## src/logic/dsf_defs.vh

```
// constants for the drive status flag generator
`ifndef DSF_DEFS_VH
`define DSF_DEFS_VH

// register offsets
`define DSF_REG_SEL_P1      8'h00
`define DSF_REG_SEL_P2      8'h01
`define DSF_REG_SEL_P3      8'h02
`define DSF_REG_SEL_P4      8'h03
`define DSF_REG_SEL_P5      8'h04
`define DSF_REG_SEL_RELAY   8'h05
`define DSF_REG_TIMEOUT     8'h06
`define DSF_REG_FAN_CTRL    8'h07
`define DSF_REG_FIN_LEVEL   8'h08
`define DSF_REG_LL_MODE     8'h09
`define DSF_REG_LL_LEVEL    8'h0a
`define DSF_REG_PROTO       8'h0b
`define DSF_REG_LIFE_MON    8'h10
`define DSF_REG_FLAGS       8'h11

// selection codes
`define DSF_CODE_NDC        8'h20
`define DSF_CODE_CAP        8'h27
`define DSF_CODE_FAN        8'h28
`define DSF_CODE_START      8'h29
`define DSF_CODE_OHF        8'h2a
`define DSF_CODE_LOC        8'h2b
`define DSF_CODE_RDY        8'h32
`define DSF_CODE_FWR        8'h33
`define DSF_CODE_RVR        8'h34
`define DSF_CODE_MJA        8'h35

// reset values and setting limits
`define DSF_RST_RELAY_SEL   8'h05
`define DSF_RST_TIMEOUT     14'h0000
`define DSF_RST_FIN_LEVEL   8'h78
`define DSF_RST_LL_MODE     1'h1
`define DSF_RST_LL_LEVEL    8'h0a
`define DSF_MAX_TIMEOUT     14'h270f
`define DSF_MAX_FIN_LEVEL   8'hc8
`define DSF_MAX_LL_LEVEL    8'h14

// fan drop at or below 75 percent: speed*4 <= nominal*3
`define DSF_FAN_NUM         10'h003
`define DSF_FAN_DEN         10'h004

// 10 ms timeout unit at 40 MHz
`define DSF_TICK_NS         10000000
`define DSF_CLK_NS          25
`define DSF_TICK_CYC        (`DSF_TICK_NS / `DSF_CLK_NS)

// fan control: stop while idle
`define DSF_FAN_CTRL_IDLE   2'h1
// protocol code for the rtu framing
`define DSF_PROTO_RTU       1'h1

`endif

```

## src/logic/dsf_net_watch.v

```verilog
// reception timeout watcher for the serial link
`timescale 1ns/10ps
`include "dsf_defs.vh"
module dsf_net_watch #(
	parameter TICK_CYC = `DSF_TICK_CYC
) (
	// clock and reset
	input  wire        clk,
	input  wire        rst_n,
	// configuration
	input  wire        rtu_mode,
	input  wire [13:0] timeout_10ms,
	// link events
	input  wire        frame_rx,
	// result
	output reg         disc_q
);
	reg [31:0] tick_q;
	reg [13:0] cnt_q;
	wire       tick;

	assign tick = (tick_q == TICK_CYC - 1);

	// zero timeout means watching disabled
	always @(posedge clk or negedge rst_n) begin
		if (!rst_n) begin
			tick_q <= 32'h0;
			cnt_q  <= 14'h0;
			disc_q <= 1'b0;
		end else if (!rtu_mode || timeout_10ms == 14'h0) begin
			// RULE_03 rtu only
			tick_q <= 32'h0;
			cnt_q  <= 14'h0;
			disc_q <= 1'b0;
		end else if (frame_rx) begin
			// RULE_04 frame releases
			tick_q <= 32'h0;
			cnt_q  <= 14'h0;
			disc_q <= 1'b0;
		end else begin
			tick_q <= tick ? 32'h0 : tick_q + 32'h1;
			if (tick && !disc_q) begin
				// RULE_05 settable timeout
				if (cnt_q + 14'h1 >= timeout_10ms)
					disc_q <= 1'b1;
				else
					cnt_q <= cnt_q + 14'h1;
			end
		end
	end
endmodule // dsf_net_watch

```

## src/logic/dsf_status_flags.v

```verilog
// status flag generator with output terminal routing
`timescale 1ns/10ps
`include "dsf_defs.vh"

// Behaviour
// RULE_01 - capacitor life warning from temperature and powered-time estimate, code 39
// RULE_02 - life monitor shows capacitor and fan life warnings; code shows the fan drop flag fan_f, not fan_life_expired
// RULE_03 - network disconnect flag, code 32, only in rtu protocol
// RULE_04 - after timeout flag holds until next frame received
// RULE_05 - timeout setting 0.00 to 99.99 s, default 0.00
// RULE_06 - fan drop flag, code 40, at or below 75 percent speed
// RULE_07 - fan control 01: stopped fan raises no drop flag
// RULE_08 - starting contact flag, code 41, while run command received
// RULE_09 - starting contact flag works for any command source
// RULE_10 - forward and reverse both active stops the drive
// RULE_11 - fin overheat flag, code 42, above level 0..200, default 120
// RULE_12 - light load flag, code 43, current below detect level
// RULE_13 - light load mode 00 any run, 01 constant speed; default 01
// RULE_14 - light load level 0.0 to 2.0 times rated, default rated
// RULE_15 - ready flag, code 50, when run command can be accepted
// RULE_16 - run command ignored while not ready
// RULE_17 - forward running flag, code 51, only while running forward
// RULE_18 - reverse running flag, code 52, only while running reverse
// RULE_19 - fatal fault flag, code 53, alarm plus hardware trip
// RULE_20 - each flag selectable on five terminals and relay, relay default 05
// RULE_21 - each terminal drives the flag its selection code names
module dsf_status_flags #(
	parameter TICK_CYC = `DSF_TICK_CYC,
	parameter NTERM    = 6
) (
	// clock and reset
	input  wire        clk,
	input  wire        rst_n,
	// register port
	input  wire [7:0]  reg_addr,
	input  wire [15:0] reg_wdata,
	input  wire        reg_wr,
	input  wire        reg_rd,
	output reg  [15:0] reg_rdata_q,
	// measurements
	input  wire        cap_life_expired,
	input  wire        fan_life_expired,
	input  wire [7:0]  fin_temp_c,
	input  wire [7:0]  fan_speed,
	input  wire [7:0]  fan_speed_nom,
	input  wire        fan_running,
	input  wire [7:0]  out_current,
	input  wire        at_const_speed,
	input  wire        supply_ok,
	// run commands
	input  wire        forward_run_input,
	input  wire        reverse_run_input,
	// faults
	input  wire        alarm,
	input  wire        trip_ct,
	input  wire        trip_cpu,
	input  wire        trip_ground,
	input  wire        trip_fan_stop,
	input  wire        trip_gate_array,
	input  wire        trip_main_circuit,
	// link
	input  wire        frame_rx,
	// outputs
	output reg  [4:0]  term_out_q,
	output reg         relay_out_q,
	output reg         run_fwd_q,
	output reg         run_rev_q
);
	reg  [7:0]  sel_q [0:NTERM-1];
	reg  [13:0] timeout_q;
	reg  [1:0]  fan_ctrl_q;
	reg  [7:0]  fin_level_q;
	reg         ll_mode_q;
	reg  [7:0]  ll_level_q;
	reg         proto_q;
	reg  [15:0] rdata_d;
	wire        network_disconnect_flag;
	wire [9:0]  flags;
	integer     i;
	integer     j;

	// pick one flag by selection code; unknown codes read low
	function sel_flag;
		input [7:0] code;
		input [9:0] f;
		begin
			case (code)
			`DSF_CODE_CAP:   sel_flag = f[0];
			`DSF_CODE_NDC:   sel_flag = f[1];
			`DSF_CODE_FAN:   sel_flag = f[2];
			`DSF_CODE_START: sel_flag = f[3];
			`DSF_CODE_OHF:   sel_flag = f[4];
			`DSF_CODE_LOC:   sel_flag = f[5];
			`DSF_CODE_RDY:   sel_flag = f[6];
			`DSF_CODE_FWR:   sel_flag = f[7];
			`DSF_CODE_RVR:   sel_flag = f[8];
			`DSF_CODE_MJA:   sel_flag = f[9];
			default:         sel_flag = 1'b0;
			endcase
		end
	endfunction

	dsf_net_watch #(
		.TICK_CYC     (TICK_CYC)
	) u_net (
		.clk          (clk),
		.rst_n        (rst_n),
		.rtu_mode     (proto_q == `DSF_PROTO_RTU),
		.timeout_10ms (timeout_q),
		.frame_rx     (frame_rx),
		.disc_q       (network_disconnect_flag)
	);

	// flag derivation
	reg        cap_f, fan_f, start_f, ohf_f, loc_f, rdy_f, mja_f;
	reg        run_cmd;
	reg [9:0]  fan_lhs, fan_rhs;
	always @* begin
		// RULE_19 hardware trips
		// worked out first, ready below depends on it
		mja_f   = alarm & (trip_ct | trip_cpu | trip_ground |
			trip_fan_stop | trip_gate_array | trip_main_circuit);
		// RULE_10 both stop
		// RULE_09 any source
		run_cmd = forward_run_input ^ reverse_run_input;
		// RULE_15 ready state
		rdy_f   = supply_ok & ~mja_f;
		// RULE_08 run received
		start_f = forward_run_input | reverse_run_input;
		// RULE_01 life estimate
		cap_f   = cap_life_expired;
		// RULE_06 75 percent
		fan_lhs = {2'b00, fan_speed} * `DSF_FAN_DEN;
		fan_rhs = {2'b00, fan_speed_nom} * `DSF_FAN_NUM;
		fan_f   = (fan_lhs <= fan_rhs);
		// RULE_07 idle fan
		if (fan_ctrl_q == `DSF_FAN_CTRL_IDLE && !fan_running)
			fan_f = 1'b0;
		// RULE_11 fin level
		ohf_f   = (fin_temp_c > fin_level_q);
		// RULE_12 below level
		// RULE_13 mode gate
		// RULE_14 level scale
		loc_f   = (run_fwd_q | run_rev_q) & (out_current < ll_level_q)
			& (~ll_mode_q | at_const_speed);
	end

	assign flags = {mja_f, run_rev_q, run_fwd_q, rdy_f, loc_f, ohf_f,
		start_f, fan_f, network_disconnect_flag, cap_f};

	// run state and terminal outputs
	always @(posedge clk or negedge rst_n) begin
		if (!rst_n) begin
			run_fwd_q   <= 1'b0;
			run_rev_q   <= 1'b0;
			term_out_q  <= 5'h00;
			relay_out_q <= 1'b0;
		end else begin
			// RULE_16 not ready ignored
			// losing readiness also halts a running drive
			if (!run_cmd || !rdy_f) begin
				run_fwd_q <= 1'b0;
				run_rev_q <= 1'b0;
			end else begin
				// RULE_17 forward flag
				run_fwd_q <= forward_run_input;
				// RULE_18 reverse flag
				run_rev_q <= reverse_run_input;
			end
			// RULE_21 terminal routing
			for (i = 0; i < 5; i = i + 1)
				term_out_q[i] <= sel_flag(sel_q[i], flags);
			// RULE_20 relay selectable
			relay_out_q <= sel_flag(sel_q[5], flags);
		end
	end

	// register writes, out-of-range settings are clamped
	always @(posedge clk or negedge rst_n) begin
		if (!rst_n) begin
			for (j = 0; j < NTERM - 1; j = j + 1)
				sel_q[j] <= 8'h00;
			// RULE_20 relay default
			sel_q[NTERM-1] <= `DSF_RST_RELAY_SEL;
			timeout_q   <= `DSF_RST_TIMEOUT;
			fan_ctrl_q  <= 2'h0;
			fin_level_q <= `DSF_RST_FIN_LEVEL;
			ll_mode_q   <= `DSF_RST_LL_MODE;
			ll_level_q  <= `DSF_RST_LL_LEVEL;
			proto_q     <= `DSF_PROTO_RTU;
		end else if (reg_wr) begin
			case (reg_addr)
			`DSF_REG_SEL_P1:    sel_q[0] <= reg_wdata[7:0];
			`DSF_REG_SEL_P2:    sel_q[1] <= reg_wdata[7:0];
			`DSF_REG_SEL_P3:    sel_q[2] <= reg_wdata[7:0];
			`DSF_REG_SEL_P4:    sel_q[3] <= reg_wdata[7:0];
			`DSF_REG_SEL_P5:    sel_q[4] <= reg_wdata[7:0];
			`DSF_REG_SEL_RELAY: sel_q[5] <= reg_wdata[7:0];
			`DSF_REG_TIMEOUT: begin
				// RULE_05 range clamp
				if (reg_wdata[13:0] > `DSF_MAX_TIMEOUT)
					timeout_q <= `DSF_MAX_TIMEOUT;
				else
					timeout_q <= reg_wdata[13:0];
			end
			`DSF_REG_FAN_CTRL:  fan_ctrl_q <= reg_wdata[1:0];
			`DSF_REG_FIN_LEVEL: begin
				if (reg_wdata[7:0] > `DSF_MAX_FIN_LEVEL)
					fin_level_q <= `DSF_MAX_FIN_LEVEL;
				else
					fin_level_q <= reg_wdata[7:0];
			end
			`DSF_REG_LL_MODE:   ll_mode_q <= reg_wdata[0];
			`DSF_REG_LL_LEVEL: begin
				if (reg_wdata[7:0] > `DSF_MAX_LL_LEVEL)
					ll_level_q <= `DSF_MAX_LL_LEVEL;
				else
					ll_level_q <= reg_wdata[7:0];
			end
			`DSF_REG_PROTO:     proto_q <= reg_wdata[0];
			default: ;
			endcase
		end
	end

	// read mux
	always @* begin
		case (reg_addr)
		`DSF_REG_SEL_P1:    rdata_d = {8'h00, sel_q[0]};
		`DSF_REG_SEL_P2:    rdata_d = {8'h00, sel_q[1]};
		`DSF_REG_SEL_P3:    rdata_d = {8'h00, sel_q[2]};
		`DSF_REG_SEL_P4:    rdata_d = {8'h00, sel_q[3]};
		`DSF_REG_SEL_P5:    rdata_d = {8'h00, sel_q[4]};
		`DSF_REG_SEL_RELAY: rdata_d = {8'h00, sel_q[5]};
		`DSF_REG_TIMEOUT:   rdata_d = {2'h0, timeout_q};
		`DSF_REG_FAN_CTRL:  rdata_d = {14'h0, fan_ctrl_q};
		`DSF_REG_FIN_LEVEL: rdata_d = {8'h00, fin_level_q};
		`DSF_REG_LL_MODE:   rdata_d = {15'h0, ll_mode_q};
		`DSF_REG_LL_LEVEL:  rdata_d = {8'h00, ll_level_q};
		`DSF_REG_PROTO:     rdata_d = {15'h0, proto_q};
		// RULE_02 life monitor
		`DSF_REG_LIFE_MON:  rdata_d = {14'h0, fan_f, cap_f};
		`DSF_REG_FLAGS:     rdata_d = {6'h00, flags};
		default:            rdata_d = 16'h0000;
		endcase
	end

	// read data stands one cycle after the strobe only
	always @(posedge clk or negedge rst_n) begin
		if (!rst_n)
			reg_rdata_q <= 16'h0000;
		else if (reg_rd)
			reg_rdata_q <= rdata_d;
		else
			reg_rdata_q <= 16'h0000;
	end
endmodule // dsf_status_flags

```

## config.mk

```make
export PLATFORM = sky130hd
export DESIGN_NAME = dsf_status_flags
export DESIGN_NICKNAME = d
export VERILOG_FILES = /design/src/logic/dsf_net_watch.v /design/src/logic/dsf_status_flags.v
export VERILOG_INCLUDE_DIRS = /design/src /design/src/logic
export SDC_FILE = /design/constraint.sdc
export NUM_CORES = 1
export LEC_CHECK = 0
export BUFFER_PORTS_ARGS = -buffer_cell sky130_fd_sc_hd__buf_4
export CORE_UTILIZATION = 25
export CTS_BUF_LIST = sky130_fd_sc_hd__clkbuf_8
export DETAILED_ROUTE_END_ITERATION = 8
export GPL_TIMING_DRIVEN = 0
export PLACE_DENSITY = 0.45
export SYNTH_ARGS = -nofsm -noshare
export SYNTH_HDL_FRONTEND = slang
export SYNTH_SLANG_ARGS = --single-unit
```

## constraint.sdc

```tcl
create_clock -name clk -period 7.6 [get_ports clk]
set_input_delay 0.38 -clock clk [delete_from_list [all_inputs] [get_ports clk]]
set_output_delay 0.38 -clock clk [all_outputs]
set_load 0.01 [all_outputs]
```

# After elaboration in Yosys (flattened, before gate mapping)
# Index checks and enable logic that the tools add are counted.
dict set report classes {
  addsub 2
  mul 1
  order_cmp 7
  eq_ne 76
  muxes 25
  n_bitwise 15
  reduce_logical 27
}
# cell count
set op_table {}
lappend op_table {{$eq 8x6->1 const B} 60}
lappend op_table {{$pmux 14 s14} 1}
lappend op_table {{$mux 32} 3}
lappend op_table {{$mux 14} 5}
lappend op_table {{$pmux 1 s10} 6}
lappend op_table {{$add 32x1->32 const B} 1}
lappend op_table {{$eq 32x19->1 const B} 1}
lappend op_table {{$eq 8x3->1 const B} 4}
lappend op_table {{$eq 8x4->1 const B} 4}
lappend op_table {{$reduce_and 2->1} 14}
lappend op_table {{$eq 8x2->1 const B} 2}
lappend op_table {{$eq 8x5->1 const B} 2}
lappend op_table {{$mux 16} 1}
lappend op_table {{$mux 8} 2}
lappend op_table {{$add 14x1->14 const B} 1}
lappend op_table {{$ge 14x14->1} 1}
lappend op_table {{$gt 14x14->1 const B} 1}
lappend op_table {{$logic_not 14->1} 1}
lappend op_table {{$le 10x10->1} 1}
lappend op_table {{$mul 8x2->10 const B} 1}
lappend op_table {{$eq 8x1->1 const B} 1}
lappend op_table {{$gt 8x5->1 const B} 1}
lappend op_table {{$gt 8x8->1} 1}
lappend op_table {{$gt 8x8->1 const B} 1}
lappend op_table {{other kinds (13)} 37}
dict set report totals {
  reg_bits 153
  input_bits 75
  output_inout_bits 24
  wordCells 173
}

# Logic depth before layout (Yosys ltp)
# Gate-level depths: netlist of the first run.
dict set report logic_depth {
  depth_word 11
  ltp_mapped 15
  mapped_depth_nobuf 15
}

# Hierarchy
# From an unflattened synthesis of the first run, not the netlist that was laid out.
dict set report unflattened {
  hier_cells 1014
  area_unflattened_um2 9576.7
}
# module n_inst cells_each area_per_inst_um2 seq_area_each_um2
set by_module_without_submodules {}
lappend by_module_without_submodules {dsf_status_flags 1 659 6458.7 2615.0}
lappend by_module_without_submodules {dsf_net_watch 1 355 3118.0 1176.1}

# Worst setup path after synthesis of the first run
# No wires, ideal clock.
dict set report synth_path {
  kind {reg2reg}
  start {register u_net.cnt_q[0]}
  end {register u_net.cnt_q[1]}
  setup_ps 80
  arrival_time_ps 2944
  required_time_ps 7520
  path_slack_ps 4577
  stages_incl_launch_ff 16
  n_path_buf 2
  period_less_slack_ps 3023
  cell_sequence {dfrtp_1 -> ha_1 -> and3_1 -> and3_1 -> and3_1 -> nand3_1 -> xnor2_1 -> ha_1 -> nand2_1 -> o21ai_0 -> nor2_1 -> a21oi_1 -> clkbuf_1 -> clkbuf_1 -> o21ai_0 -> a21oi_1}
}
dict set report synth_between {
  elab_chain_cells 5
  word_cells_on_any_way 8
  cone_classes {add/sub: 1; order compare: 1; eq/ne: 1; mux: 4; reduce/logical: 1}
}
# item line_no
set synth_rtl {}
lappend synth_rtl {{start: declaration} dsf_net_watch.v:19} ;# reg [13:0] cnt_q;
lappend synth_rtl {{start signal: assignment} dsf_net_watch.v:47} ;# cnt_q <= cnt_q + 14'h1;
lappend synth_rtl {{$add 14x1->14 (*)} {dsf_net_watch.v:44, dsf_net_watch.v:47}}
lappend synth_rtl {{parallel branches: the longest is 4 deep, another holds $ge 14x14->1} -}
# Mark *: on every way between the ends. The select of a mux whose other input is x is not followed.
# A chain may end at the register's enable or synchronous reset.

# Final worst setup path of the first run
dict set report layout_path {
  start {register u_net.cnt_q[2]}
  end {register u_net.cnt_q[1]}
}
dict set report layout_between {
  elab_chain_cells 4
}
# item line_no
set layout_rtl {}
lappend layout_rtl {{$add 14x1->14} dsf_net_watch.v:44} ;# if (cnt_q + 14'h1 >= timeout_10ms)
lappend layout_rtl {{$ge 14x14->1} dsf_net_watch.v:44}
lappend layout_rtl {{$ne 3x2->1 (no line)} -}
lappend layout_rtl {{$reduce_and 2->1 (no line)} -}
# No other way between the ends.

==> results of run 1 <==
## logic make-up after synthesis
group	after synthesis	synth area share [%]
AO/OA/AOI/OAI	208	14.58
other	1	0.04080
XOR/XNOR	48	4.575
multiplexers	58	7.311
AND/OR/NAND/NOR	371	21.14
buffers and inverters	102	4.479
flip-flops	151	41.25
adder cells (fa/ha/maj)	48	6.617
## power breakdown
group          leakage (nW)  switching, W  internal, W
combinational          2.41      0.000140    0.0000898
sequential             1.98     0.0000243     0.000828
clock                 0.194      0.000333     0.000326
total                  4.58      0.000497      0.00124
## state kept, by name, indices dropped and copies added, names as in the netlist
| register | flops |
|---|---|
| fan_ctrl_q | 2 |
| fin_level_q | 8 |
| ll_level_q | 8 |
| ll_mode_q | 1 |
| proto_q | 1 |
| reg_rdata_q | 14 |
| relay_out_q | 1 |
| run_fwd_q | 1 |
| run_rev_q | 1 |
| sel_q | 48 |
| term_out_q | 5 |
| timeout_q | 14 |
| u_net.cnt_q | 14 |
| u_net.disc_q | 1 |
| u_net.tick_q | 32 |
## synth_stat cells, types with 15 or more instances
cell and instances:
sky130_fd_sc_hd__nand2_1 72, sky130_fd_sc_hd__or4_1 15, sky130_fd_sc_hd__nor2_1 86, sky130_fd_sc_hd__xnor2_1 21, sky130_fd_sc_hd__nand3_1 56, sky130_fd_sc_hd__xor2_1 27, sky130_fd_sc_hd__inv_1 43, sky130_fd_sc_hd__and3_1 18
sky130_fd_sc_hd__nor3_1 17, sky130_fd_sc_hd__o31ai_1 17, sky130_fd_sc_hd__nand4_1 28, sky130_fd_sc_hd__o21ai_0 54, sky130_fd_sc_hd__ha_1 47, sky130_fd_sc_hd__dfrtp_1 141, sky130_fd_sc_hd__a21oi_1 47, sky130_fd_sc_hd__mux2_2 43
sky130_fd_sc_hd__a22oi_1 16, sky130_fd_sc_hd__clkbuf_1 45, sky130_fd_sc_hd__nor4_1 15
## cell type report
type,count,area share [%]
Clock inverter,11,1.124
Inverter,43,1.480
Buffer,59,2.295
Sequential cell,151,34.76
Tap cell,461,5.289
Antenna cell,1,0.02295
Multi-Input combinational cell,735,45.77
Clock buffer,21,2.650
Timing Repair Buffer,92,6.609
## routing by layer
metal,share of wire [%],vias to the layer above,track usage (%)
met4,2.1,0,4.652
met1,46,3870,21.79
met3,4.9,38,2.627
met2,47,195,26.25
met5,0,-,0
li1,-,3829,-
## worst max-delay path by stage
| stage | cells past startpoint | to | startpoint | slack [ns] |
|---|---|---|---|---|
| after floorplan | 15 | u_net.cnt_q[1] | u_net.cnt_q[0] | 4.58 |
| after global placement | 15 | reg_rdata_q[1] | fan_speed_nom[1] | 3.34 |
| after detailed placement | 15 | reg_rdata_q[1] | fan_speed_nom[1] | 3.32 |
| after CTS | 14 | u_net.cnt_q[1] | u_net.cnt_q[2] | 3.79 |
| after global routing | 14 | u_net.cnt_q[0] | u_net.cnt_q[2] | 3.38 |
| final | 14 | u_net.cnt_q[1] | u_net.cnt_q[2] | 3.81 |
## metrics by stage
stage               cell area, sq um  cells
CTS                            10900   1573
global placement               10450   1539
global route                   10900   1573
detailed placement             10480   1540
floorplan                       9194    988
finish                         10910   1574
## critical path: cells and delay by family, from the launching register on
family                   cells  cell delay, ns
buffers and inverters        2            0.88
XOR/XNOR                     1            0.13
AO/OA/AOI/OAI                4            0.73
adder cells (fa/ha/maj)      1            0.31
AND/OR/NAND/NOR              6            1.19
flip-flops                   1            0.47
## repair_timing
action / in CTS / in global routing
endpoints found under the setup margin: 0 / 0
hold endpoints to repair: 65 / 0
hold buffers: 1 / 0
==> results.cfg, run 1 <==
[cts]
cts.reportedPaths.clkPinSlew_ns = 0.09
cts_tree = yes
post_cts.repair.setup_buffers = 0
clock_tree.htree_level_count = 4
cts_made_buffers = 17
clk_path_buf_depth = 2
insertion_delay_ns = 0.47
number_of_cells_upsized_or_downsized_after_cts = 0
clock_sink_count = 151
clock_tree.root_cell = sky130_fd_sc_hd__clkbuf_8

[critical_path]
critical_path_class = reg -> reg
cells_traversed_along_the_worst_timing_path = nand4_1 -> nor3_1 -> nand3_1 -> or2_2 -> xnor2_1 -> ha_1 -> nand2_1 -> o21ai_0 -> nor2_1 -> a21oi_1 -> clkbuf_1 -> clkbuf_1 -> o21ai_0 -> a21oi_1
worstSetupEndpointType = register
timing.reg2reg.setup_slack_ns = 3.81
worst-endpoint-arrival_ns = 4.17
largest_incremental_delay_on_the_critical_path_ns = 0.47
reg2reg_depth = 14
worst_r2r_endpoint = u_net.cnt_q[1]
crit_path_max_fanout = 10
slowest_stage = sky130_fd_sc_hd__dfrtp_1
crit_required_ns = 7.98
type_of_element_launching_the_critical_path = register
worstReg2RegStart = u_net.cnt_q[2]

[placement]
gp_congestion = 0.9146
hpwl_detailed_mm = 22.27
place.port_buffers = 90
place_worst_setup_slack_ns = 3.323

[power_and_ir_drop]
pnr_total_power_w = 0.001740
vdd_ir_drop_max_uv = 95.38
leakagePower_nw = 4.584
power.density_cell_area_nw_per_um2 = 159.6

[sta]
final_report_hold_violation_count = 0
grt_setup_unrepaired = no
worst_slew_pin_slew_ns = 1.233
maxSlewViolCount = 0
relSlewSlack_pct = 17.83
post-route-min-period_ns = 3.787
timing.final.setup_violations = 0
fmax_ghz = 0.2641
layout_skew_ns = 0.01513
fin_tns_setup_ns = 0
worst_hold_slack_ns = 0.1304
finalCritPeriodShare_pct = 49.82
postLayoutSetupSlackWorst_ns = 3.813

[floorplan]
die_y_microns = 193.7
floorplan.initialDensity_pct = 25.65
ios = 99
die_area_sq_um = 37530
coreArea_sq_um = 35830
fp.dieW_microns = 193.7
row_count = 69

[status]
run_status = finished, final reports clean

[worst_hold_path]
worstHoldPathType = in -> reg
min_from = reg_wdata[13]
holdPathStages = 3
hold_path_end = timeout_q[13]

[finish]
fillCellCount = 3742
most_frequent_cells_in_the_layout = 141 x sky130_fd_sc_hd__dfrtp_1, 91 x sky130_fd_sc_hd__buf_4, 86 x sky130_fd_sc_hd__nor2_1
layout.cells.most_common = sky130_fd_sc_hd__dfrtp_1
area.sequential_sq_um = 3791
postLayoutCoreUtil_pct = 30.44
area_delta_synth_final_pct = 18.67
nNetsFinal = 1222
multi_input_combinational_cell_area_sq_um = 4991
final_layout_size_suffix_gt1_share_pct = 18.62

[synthesis]
ys_warn_count = 0
synth_area_leader_cell = sky130_fd_sc_hd__dfrtp_1
post_synth_num_cell_types = 68
async_reset_ff_share_pct = 100.0
synth-edff-count = 0
mappedNetlistArea_sq_um = 9190
synth.yosys.seq_area_share_pct = 41.25
netlist.area_leader.share_pct = 38.39
syn-mean-instance-area_sq_um = 9.311
ys_dominant_reg_cell = sky130_fd_sc_hd__dfrtp_1
synth_area_leaders = sky130_fd_sc_hd__dfrtp_1 38%, sky130_fd_sc_hd__ha_1 6.4%, sky130_fd_sc_hd__mux2_2 5.3%
synthesis.instances = 987
synth_seq_cells = 151

[global_routing]
antenna_found_initial = 0
grt_usage_pct = 16.07
grt_overflow_total = 0
first_global_vias = 7766
grt_start_max_net_pins = 82
grt_first_pass_wirelength_mm = 46.02

[drt]
vias_per_cell = 5.039
drt-pass1-iter-count = 5
drcViolationCount = 0
vias = 7932
initial_drt_markers = 563
ant_nets = 0
wl_per_cell_microns = 19.06
wirelength_mm = 29.99

[run]
timing.max_cap.violations = 0
No activity file was read; power rests on OpenSTA's default activity.
==> run 2, diff against run 1 <==
--- a/config.mk
+++ b/config.mk
@@ -11,7 +11,7 @@
 export CTS_BUF_LIST = sky130_fd_sc_hd__clkbuf_8
 export DETAILED_ROUTE_END_ITERATION = 8
 export GPL_TIMING_DRIVEN = 0
-export PLACE_DENSITY = 0.45
+export PLACE_DENSITY = 0.46
 export SYNTH_ARGS = -nofsm -noshare
 export SYNTH_HDL_FRONTEND = slang
 export SYNTH_SLANG_ARGS = --single-unit
==> constraint.sdc (replaced) <==
create_clock -name clk -period 3.31 [get_ports clk]
set_input_delay 0.1655 -clock clk [delete_from_list [all_inputs] [get_ports clk]]
set_output_delay 0.1655 -clock clk [all_outputs]
set_load 0.01 [all_outputs]
==> results.cfg, run 2 (same netlist as run 1, synthesis figures left out) <==
[critical_path]
type_of_element_launching_the_critical_path = register
worst-endpoint-arrival_ns = 3.46
crit_required_ns = 3.70
crit_path_max_fanout = 10
critical_path_class = reg -> reg
worstSetupEndpointType = register

[sta]
relSlewSlack_pct = 23.51
fin_tns_setup_ns = 0
maxSlewViolCount = 0
worst_slew_pin_slew_ns = 1.147
grt_setup_unrepaired = yes
final_report_hold_violation_count = 0
finalCritPeriodShare_pct = 92.73
post-route-min-period_ns = 3.069
postLayoutSetupSlackWorst_ns = 0.2407
timing.final.setup_violations = 0
layout_skew_ns = 0.01112
fmax_ghz = 0.3258

[worst_hold_path]
worstHoldPathType = in -> reg

[floorplan]
row_count = 69
floorplan.initialDensity_pct = 25.65
fp.dieW_microns = 193.7
die_area_sq_um = 37530
ios = 99
die_y_microns = 193.7
coreArea_sq_um = 35830

[run]
timing.max_cap.violations = 0

[drt]
ant_nets = 0
vias = 8144
wirelength_mm = 30.01
drt-pass1-iter-count = 5
drcViolationCount = 0
wl_per_cell_microns = 18.78
vias_per_cell = 5.096
initial_drt_markers = 592

[finish]
final_layout_size_suffix_gt1_share_pct = 20.02
reg_top3 = sel_q: 48 flops, u_net.tick_q: 32 flops
nNetsFinal = 1244
largest_register_ff_count = 48
area_delta_synth_final_pct = 21.55
most_frequent_cells_in_the_layout = 137 x sky130_fd_sc_hd__dfrtp_1, 100 x sky130_fd_sc_hd__buf_4, 86 x sky130_fd_sc_hd__nor2_1
multi_input_combinational_cell_area_sq_um = 5021
finish.cell_count_without_fillers = 1598
max_flop_register = sel_q
fillCellCount = 3726
layout.cells.most_common = sky130_fd_sc_hd__dfrtp_1
area.sequential_sq_um = 3796

[global_routing]
antenna_found_initial = 4
first_global_vias = 7910
grt_first_pass_wirelength_mm = 47.08
grt_usage_pct = 16.24
grt_start_max_net_pins = 79
grt_overflow_total = 0

[power_and_ir_drop]
vdd_ir_drop_max_uv = 287.4
leakagePower_nw = 4.705
power.density_cell_area_nw_per_um2 = 361.9

[cts]
clk_path_buf_depth = 2
clock_tree.htree_level_count = 4
clock_tree.root_cell = sky130_fd_sc_hd__clkbuf_8
cts_tree = yes
insertion_delay_ns = 0.47
cts_made_buffers = 17
clock_sink_count = 151
cts.reportedPaths.clkPinSlew_ns = 0.09

[placement]
gp_congestion = 0.9145
place.port_buffers = 90
place_worst_setup_slack_ns = -0.7636
hpwl_detailed_mm = 22.11
cell_count_after_placement = 1540

[status]
run_status = finished, final reports clean
==> run 2: changes by cell type in the layout (fill, tap and decap cells not counted), sizes merged <==
| cell | change |
|---|---|
| dlygate4sd3 | +13 |
| buf | +11 |
| clkbuf | -4 |
| clkinv | +4 |
| clkinvlp | -3 |
| diode | +2 |
| bufinv | +1 |
==> run 2: layer usage <==
layer	vias to the layer above	global-route usage [%]	share of wire (%)
met5	-	0	0.030
met4	2	2.993	0.87
met3	26	3.427	5.4
met2	228	26.71	48
met1	4018	21.99	46
li1	3870	-	-
==> run 2: final cells by class <==
| class | instances | area share [%] |
|---|---|---|
| clock inverter | 13 | 1.400 |
| tap | 461 | 5.164 |
| antenna | 3 | 0.06720 |
| inverter | 43 | 1.445 |
| timing repair buffer | 114 | 8.333 |
| multi-input combinational | 735 | 44.95 |
| sequential | 151 | 33.98 |
| clock buffer | 19 | 2.341 |
| buffer | 59 | 2.319 |
==> run 2: per-stage QoR <==
step           total power, W  hold WS [ns]  instance area [sq um]  util [%]
2_1_floorplan        0.002252       -0.1301                   9194         -
3_3_place_gp         0.002506        0.3964                  10450     29.16
3_5_place_dp         0.002521        0.1799                  10480     29.25
4_1_cts              0.004089      0.003228                  11060     30.87
5_1_grt              0.004243       0.03313                  11160     31.16
6_report             0.004043       0.02437                  11170     31.18
==> run 2: worst paths after layout <==
check                                start               to  slack [ns]  depth (start not counted)
max                         u_net.cnt_q[0]   u_net.cnt_q[3]        0.24                         14
min                           reg_wdata[7]    ll_level_q[4]        0.02                          3
max reg2reg                 u_net.cnt_q[0]   u_net.cnt_q[3]        0.24                         14
min reg2reg                u_net.tick_q[0]  u_net.tick_q[0]        0.52                          1
max in group asynchronous            rst_n   u_net.cnt_q[3]        2.19                          3
min in group asynchronous            rst_n        run_fwd_q        0.23                          2
==> run 2: report_power, final <==
part           internal [W]  total (W)  switching, W  leakage (nW)
registers           0.00190    0.00196     0.0000557          1.97
clock network      0.000780    0.00155      0.000765         0.210
logic              0.000218   0.000542      0.000325          2.52
==> run 2: timing repair <==
| action | CTS | global route |
|---|---|---|
| pin swaps | 0 | 4 |
| endpoints found under the hold margin | 80 | 0 |
| resized for setup | 9 | 10 |
| buffers inserted | 0 | 9 |
| endpoints found under the setup margin | 21 | 18 |
| hold buffers | 14 | 0 |
==> run 2: worst max-delay path: stages, from the launching register on <==
cell and delay (ns):
sky130_fd_sc_hd__dfrtp_2 0.41, sky130_fd_sc_hd__ha_2 0.24, sky130_fd_sc_hd__and3_4 0.21, sky130_fd_sc_hd__and3_1 0.19, sky130_fd_sc_hd__and3_1 0.20, sky130_fd_sc_hd__nand3_1 0.14
sky130_fd_sc_hd__xnor2_1 0.16, sky130_fd_sc_hd__ha_1 0.29, sky130_fd_sc_hd__nand2_1 0.06, sky130_fd_sc_hd__o21ai_1 0.07, sky130_fd_sc_hd__nor2_1 0.11, sky130_fd_sc_hd__a21oi_1 0.09
sky130_fd_sc_hd__buf_2 0.19, sky130_fd_sc_hd__or4_1 0.48, sky130_fd_sc_hd__a21oi_1 0.15
==> run 3, diff against run 2 <==
--- a/config.mk
+++ b/config.mk
@@ -12,6 +12,7 @@
 export DETAILED_ROUTE_END_ITERATION = 8
 export GPL_TIMING_DRIVEN = 0
 export PLACE_DENSITY = 0.46
+export RECOVER_POWER = 100
 export SYNTH_ARGS = -nofsm -noshare
 export SYNTH_HDL_FRONTEND = slang
 export SYNTH_SLANG_ARGS = --single-unit
==> results.cfg, run 3 (same netlist as run 1, synthesis figures left out) <==
[finish]
final_design_area_no_fill_sq_um = 11050
final_layout_size_suffix_gt1_share_pct = 17.11
reg_top3 = sel_q: 48 flops, u_net.tick_q: 32 flops
fillCellCount = 3745
finish.cell_count_without_fillers = 1598
postLayoutCoreUtil_pct = 30.83
most_frequent_cells_in_the_layout = 137 x sky130_fd_sc_hd__dfrtp_1, 86 x sky130_fd_sc_hd__nor2_1, 75 x sky130_fd_sc_hd__buf_4
multi_input_combinational_cell_area_sq_um = 4997
largest_register_ff_count = 48
max_flop_register = sel_q
area_delta_synth_final_pct = 20.19
layout.cells.most_common = sky130_fd_sc_hd__dfrtp_1
nNetsFinal = 1244
area.sequential_sq_um = 3796

[power_and_ir_drop]
intPower_w = 0.002894
power.clock.fraction_pct = 38.3
p_sw_share_pct = 28.35
combPwrFrac_pct = 13.3
power.density_cell_area_nw_per_um2 = 365.7
leakagePower_nw = 4.581
p_sw_w = 0.001145
power.sequential.fraction_pct = 48.4
vdd_ir_drop_max_uv = 287.4

[global_routing]
grt_usage_pct = 16.24
grt_overflow_total = 0
grt_first_pass_wirelength_mm = 47.08
first_global_vias = 7910
antenna_found_initial = 4
grt_start_max_net_pins = 79

[worst_hold_path]
worstHoldPathType = in -> reg

[sta]
final_report_hold_violation_count = 0
worst_slew_pin_slew_ns = 1.974
grt_setup_unrepaired = yes
timing.final.setup_violations = 0
relSlewSlack_pct = -31.62
finalCritPeriodShare_pct = 92.69
fmax_ghz = 0.3260
postLayoutSetupSlackWorst_ns = 0.2421
worst_hold_slack_ns = 0.02745
layout_skew_ns = 0.01199
maxSlewViolCount = 74
post-route-min-period_ns = 3.068

[placement]
place_worst_setup_slack_ns = -0.7636
place.port_buffers = 90
cell_count_after_placement = 1540
hpwl_detailed_mm = 22.11
gp_congestion = 0.9145
detailed_place.area_sq_um = 10480

[critical_path]
worstSetupEndpointType = register
slowest_stage = sky130_fd_sc_hd__or4_1
critical_path_class = reg -> reg
cp_buf_inv_count = 1
type_of_element_launching_the_critical_path = register
largest_incremental_delay_on_the_critical_path_ns = 0.48
crit_path_max_fanout = 10
worst-endpoint-arrival_ns = 3.46
crit_required_ns = 3.70
cells_traversed_along_the_worst_timing_path = ha_2 -> and3_4 -> and3_1 -> and3_1 -> nand3_1 -> xnor2_1 -> ha_1 -> nand2_1 -> o21ai_1 -> nor2_1 -> a21oi_1 -> buf_2 -> or4_1 -> a21oi_1
timing.critical_path.max_delay_family = simple AND/OR/NAND/NOR gates

[floorplan]
coreArea_sq_um = 35830
die_y_microns = 193.7
die_area_sq_um = 37530
ios = 99
fp.dieW_microns = 193.7
floorplan.initialDensity_pct = 25.65
row_count = 69

[drt]
vias_per_cell = 5.080
wirelength_mm = 30.05
vias = 8118
ant_nets = 0
wl_per_cell_microns = 18.80
drt-pass1-iter-count = 5
initial_drt_markers = 605
drcViolationCount = 0

[status]
failing_checks = max-capacitance violations, max-slew violations
run_status = finished with violations

[cts]
cts_made_buffers = 17
cts_tree = yes
clock_tree.root_cell = sky130_fd_sc_hd__clkbuf_8
insertion_delay_ns = 0.48
clock_tree.htree_level_count = 4
cts.reportedPaths.clkPinSlew_ns = 0.09
clk_path_buf_depth = 2
clock_sink_count = 151

[run]
timing.max_cap.violations = 1
[run 3: worst reg2reg max path: stages, from the launching register on]
cell,delay (ns)
sky130_fd_sc_hd__dfrtp_2,0.41
sky130_fd_sc_hd__ha_2,0.24
sky130_fd_sc_hd__and3_4,0.21
sky130_fd_sc_hd__and3_1,0.19
sky130_fd_sc_hd__and3_1,0.20
sky130_fd_sc_hd__nand3_1,0.14
sky130_fd_sc_hd__xnor2_1,0.16
sky130_fd_sc_hd__ha_1,0.29
sky130_fd_sc_hd__nand2_1,0.06
sky130_fd_sc_hd__o21ai_1,0.07
sky130_fd_sc_hd__nor2_1,0.11
sky130_fd_sc_hd__a21oi_1,0.09
sky130_fd_sc_hd__buf_2,0.19
sky130_fd_sc_hd__or4_1,0.48
sky130_fd_sc_hd__a21oi_1,0.15
[run 3: layout make-up]
type                    instances  area share (%)
diodes                          3         0.06797
plain buffers                  59           2.300
clock buffers                  19           2.367
clock inverters                13           1.416
inverters                      43           1.461
multi-input cells             735           45.24
flip-flops and latches        151           34.37
well taps                     461           5.222
repair buffers                114           7.555
[run 3: repair_timing]
action	4_1_cts	5_1_grt
setup buffers	0	9
endpoints found under the setup margin	21	18
endpoints found under the hold margin	80	0
pin swaps	0	4
hold buffers	14	0
gates resized for setup	9	10
[run 3: metrics by stage]
stage,power (W),TNS [ns]
CTS,0.004089,0
finish,0.004040,0
global placement,0.002506,-8.131
detailed placement,0.002521,-9.065
floorplan,0.002252,0
global route,0.004238,-0.2034
[run 3: path summary, 6_finish.rpt]
kind / start / to / slack (ns) / cells after the start
max: u_net.cnt_q[0] / u_net.cnt_q[3] / 0.24 / 14
min: reg_wdata[5] / ll_level_q[4] / 0.03 / 3
max reg2reg: u_net.cnt_q[0] / u_net.cnt_q[3] / 0.24 / 14
min reg2reg: u_net.tick_q[0] / u_net.tick_q[0] / 0.52 / 1
max in group asynchronous: rst_n / u_net.cnt_q[3] / 1.27 / 3
min in group asynchronous: rst_n / run_fwd_q / 0.76 / 2
[run 3: metal layers]
| metal | global-route usage, % | wire, microns | vias up | share of wire, % |
|---|---|---|---|---|
| met5 | 0 | 9 | - | 0.030 |
| met2 | 26.71 | 14160 | 221 | 47 |
| met3 | 3.427 | 1639 | 31 | 5.5 |
| met1 | 21.99 | 13850 | 3999 | 46 |
| li1 | - | - | 3865 | - |
| met4 | 2.993 | 386 | 2 | 1.3 |
[run 3: power by group through the flow]
stage               Combinational, W  Clock, W  Sequential, W
floorplan                   0.000285         0        0.00197
finish                      0.000538   0.00155        0.00196
detailed placement          0.000530         0        0.00199
global placement            0.000516         0        0.00199
global route                0.000604   0.00167        0.00196
CTS                         0.000546   0.00159        0.00195
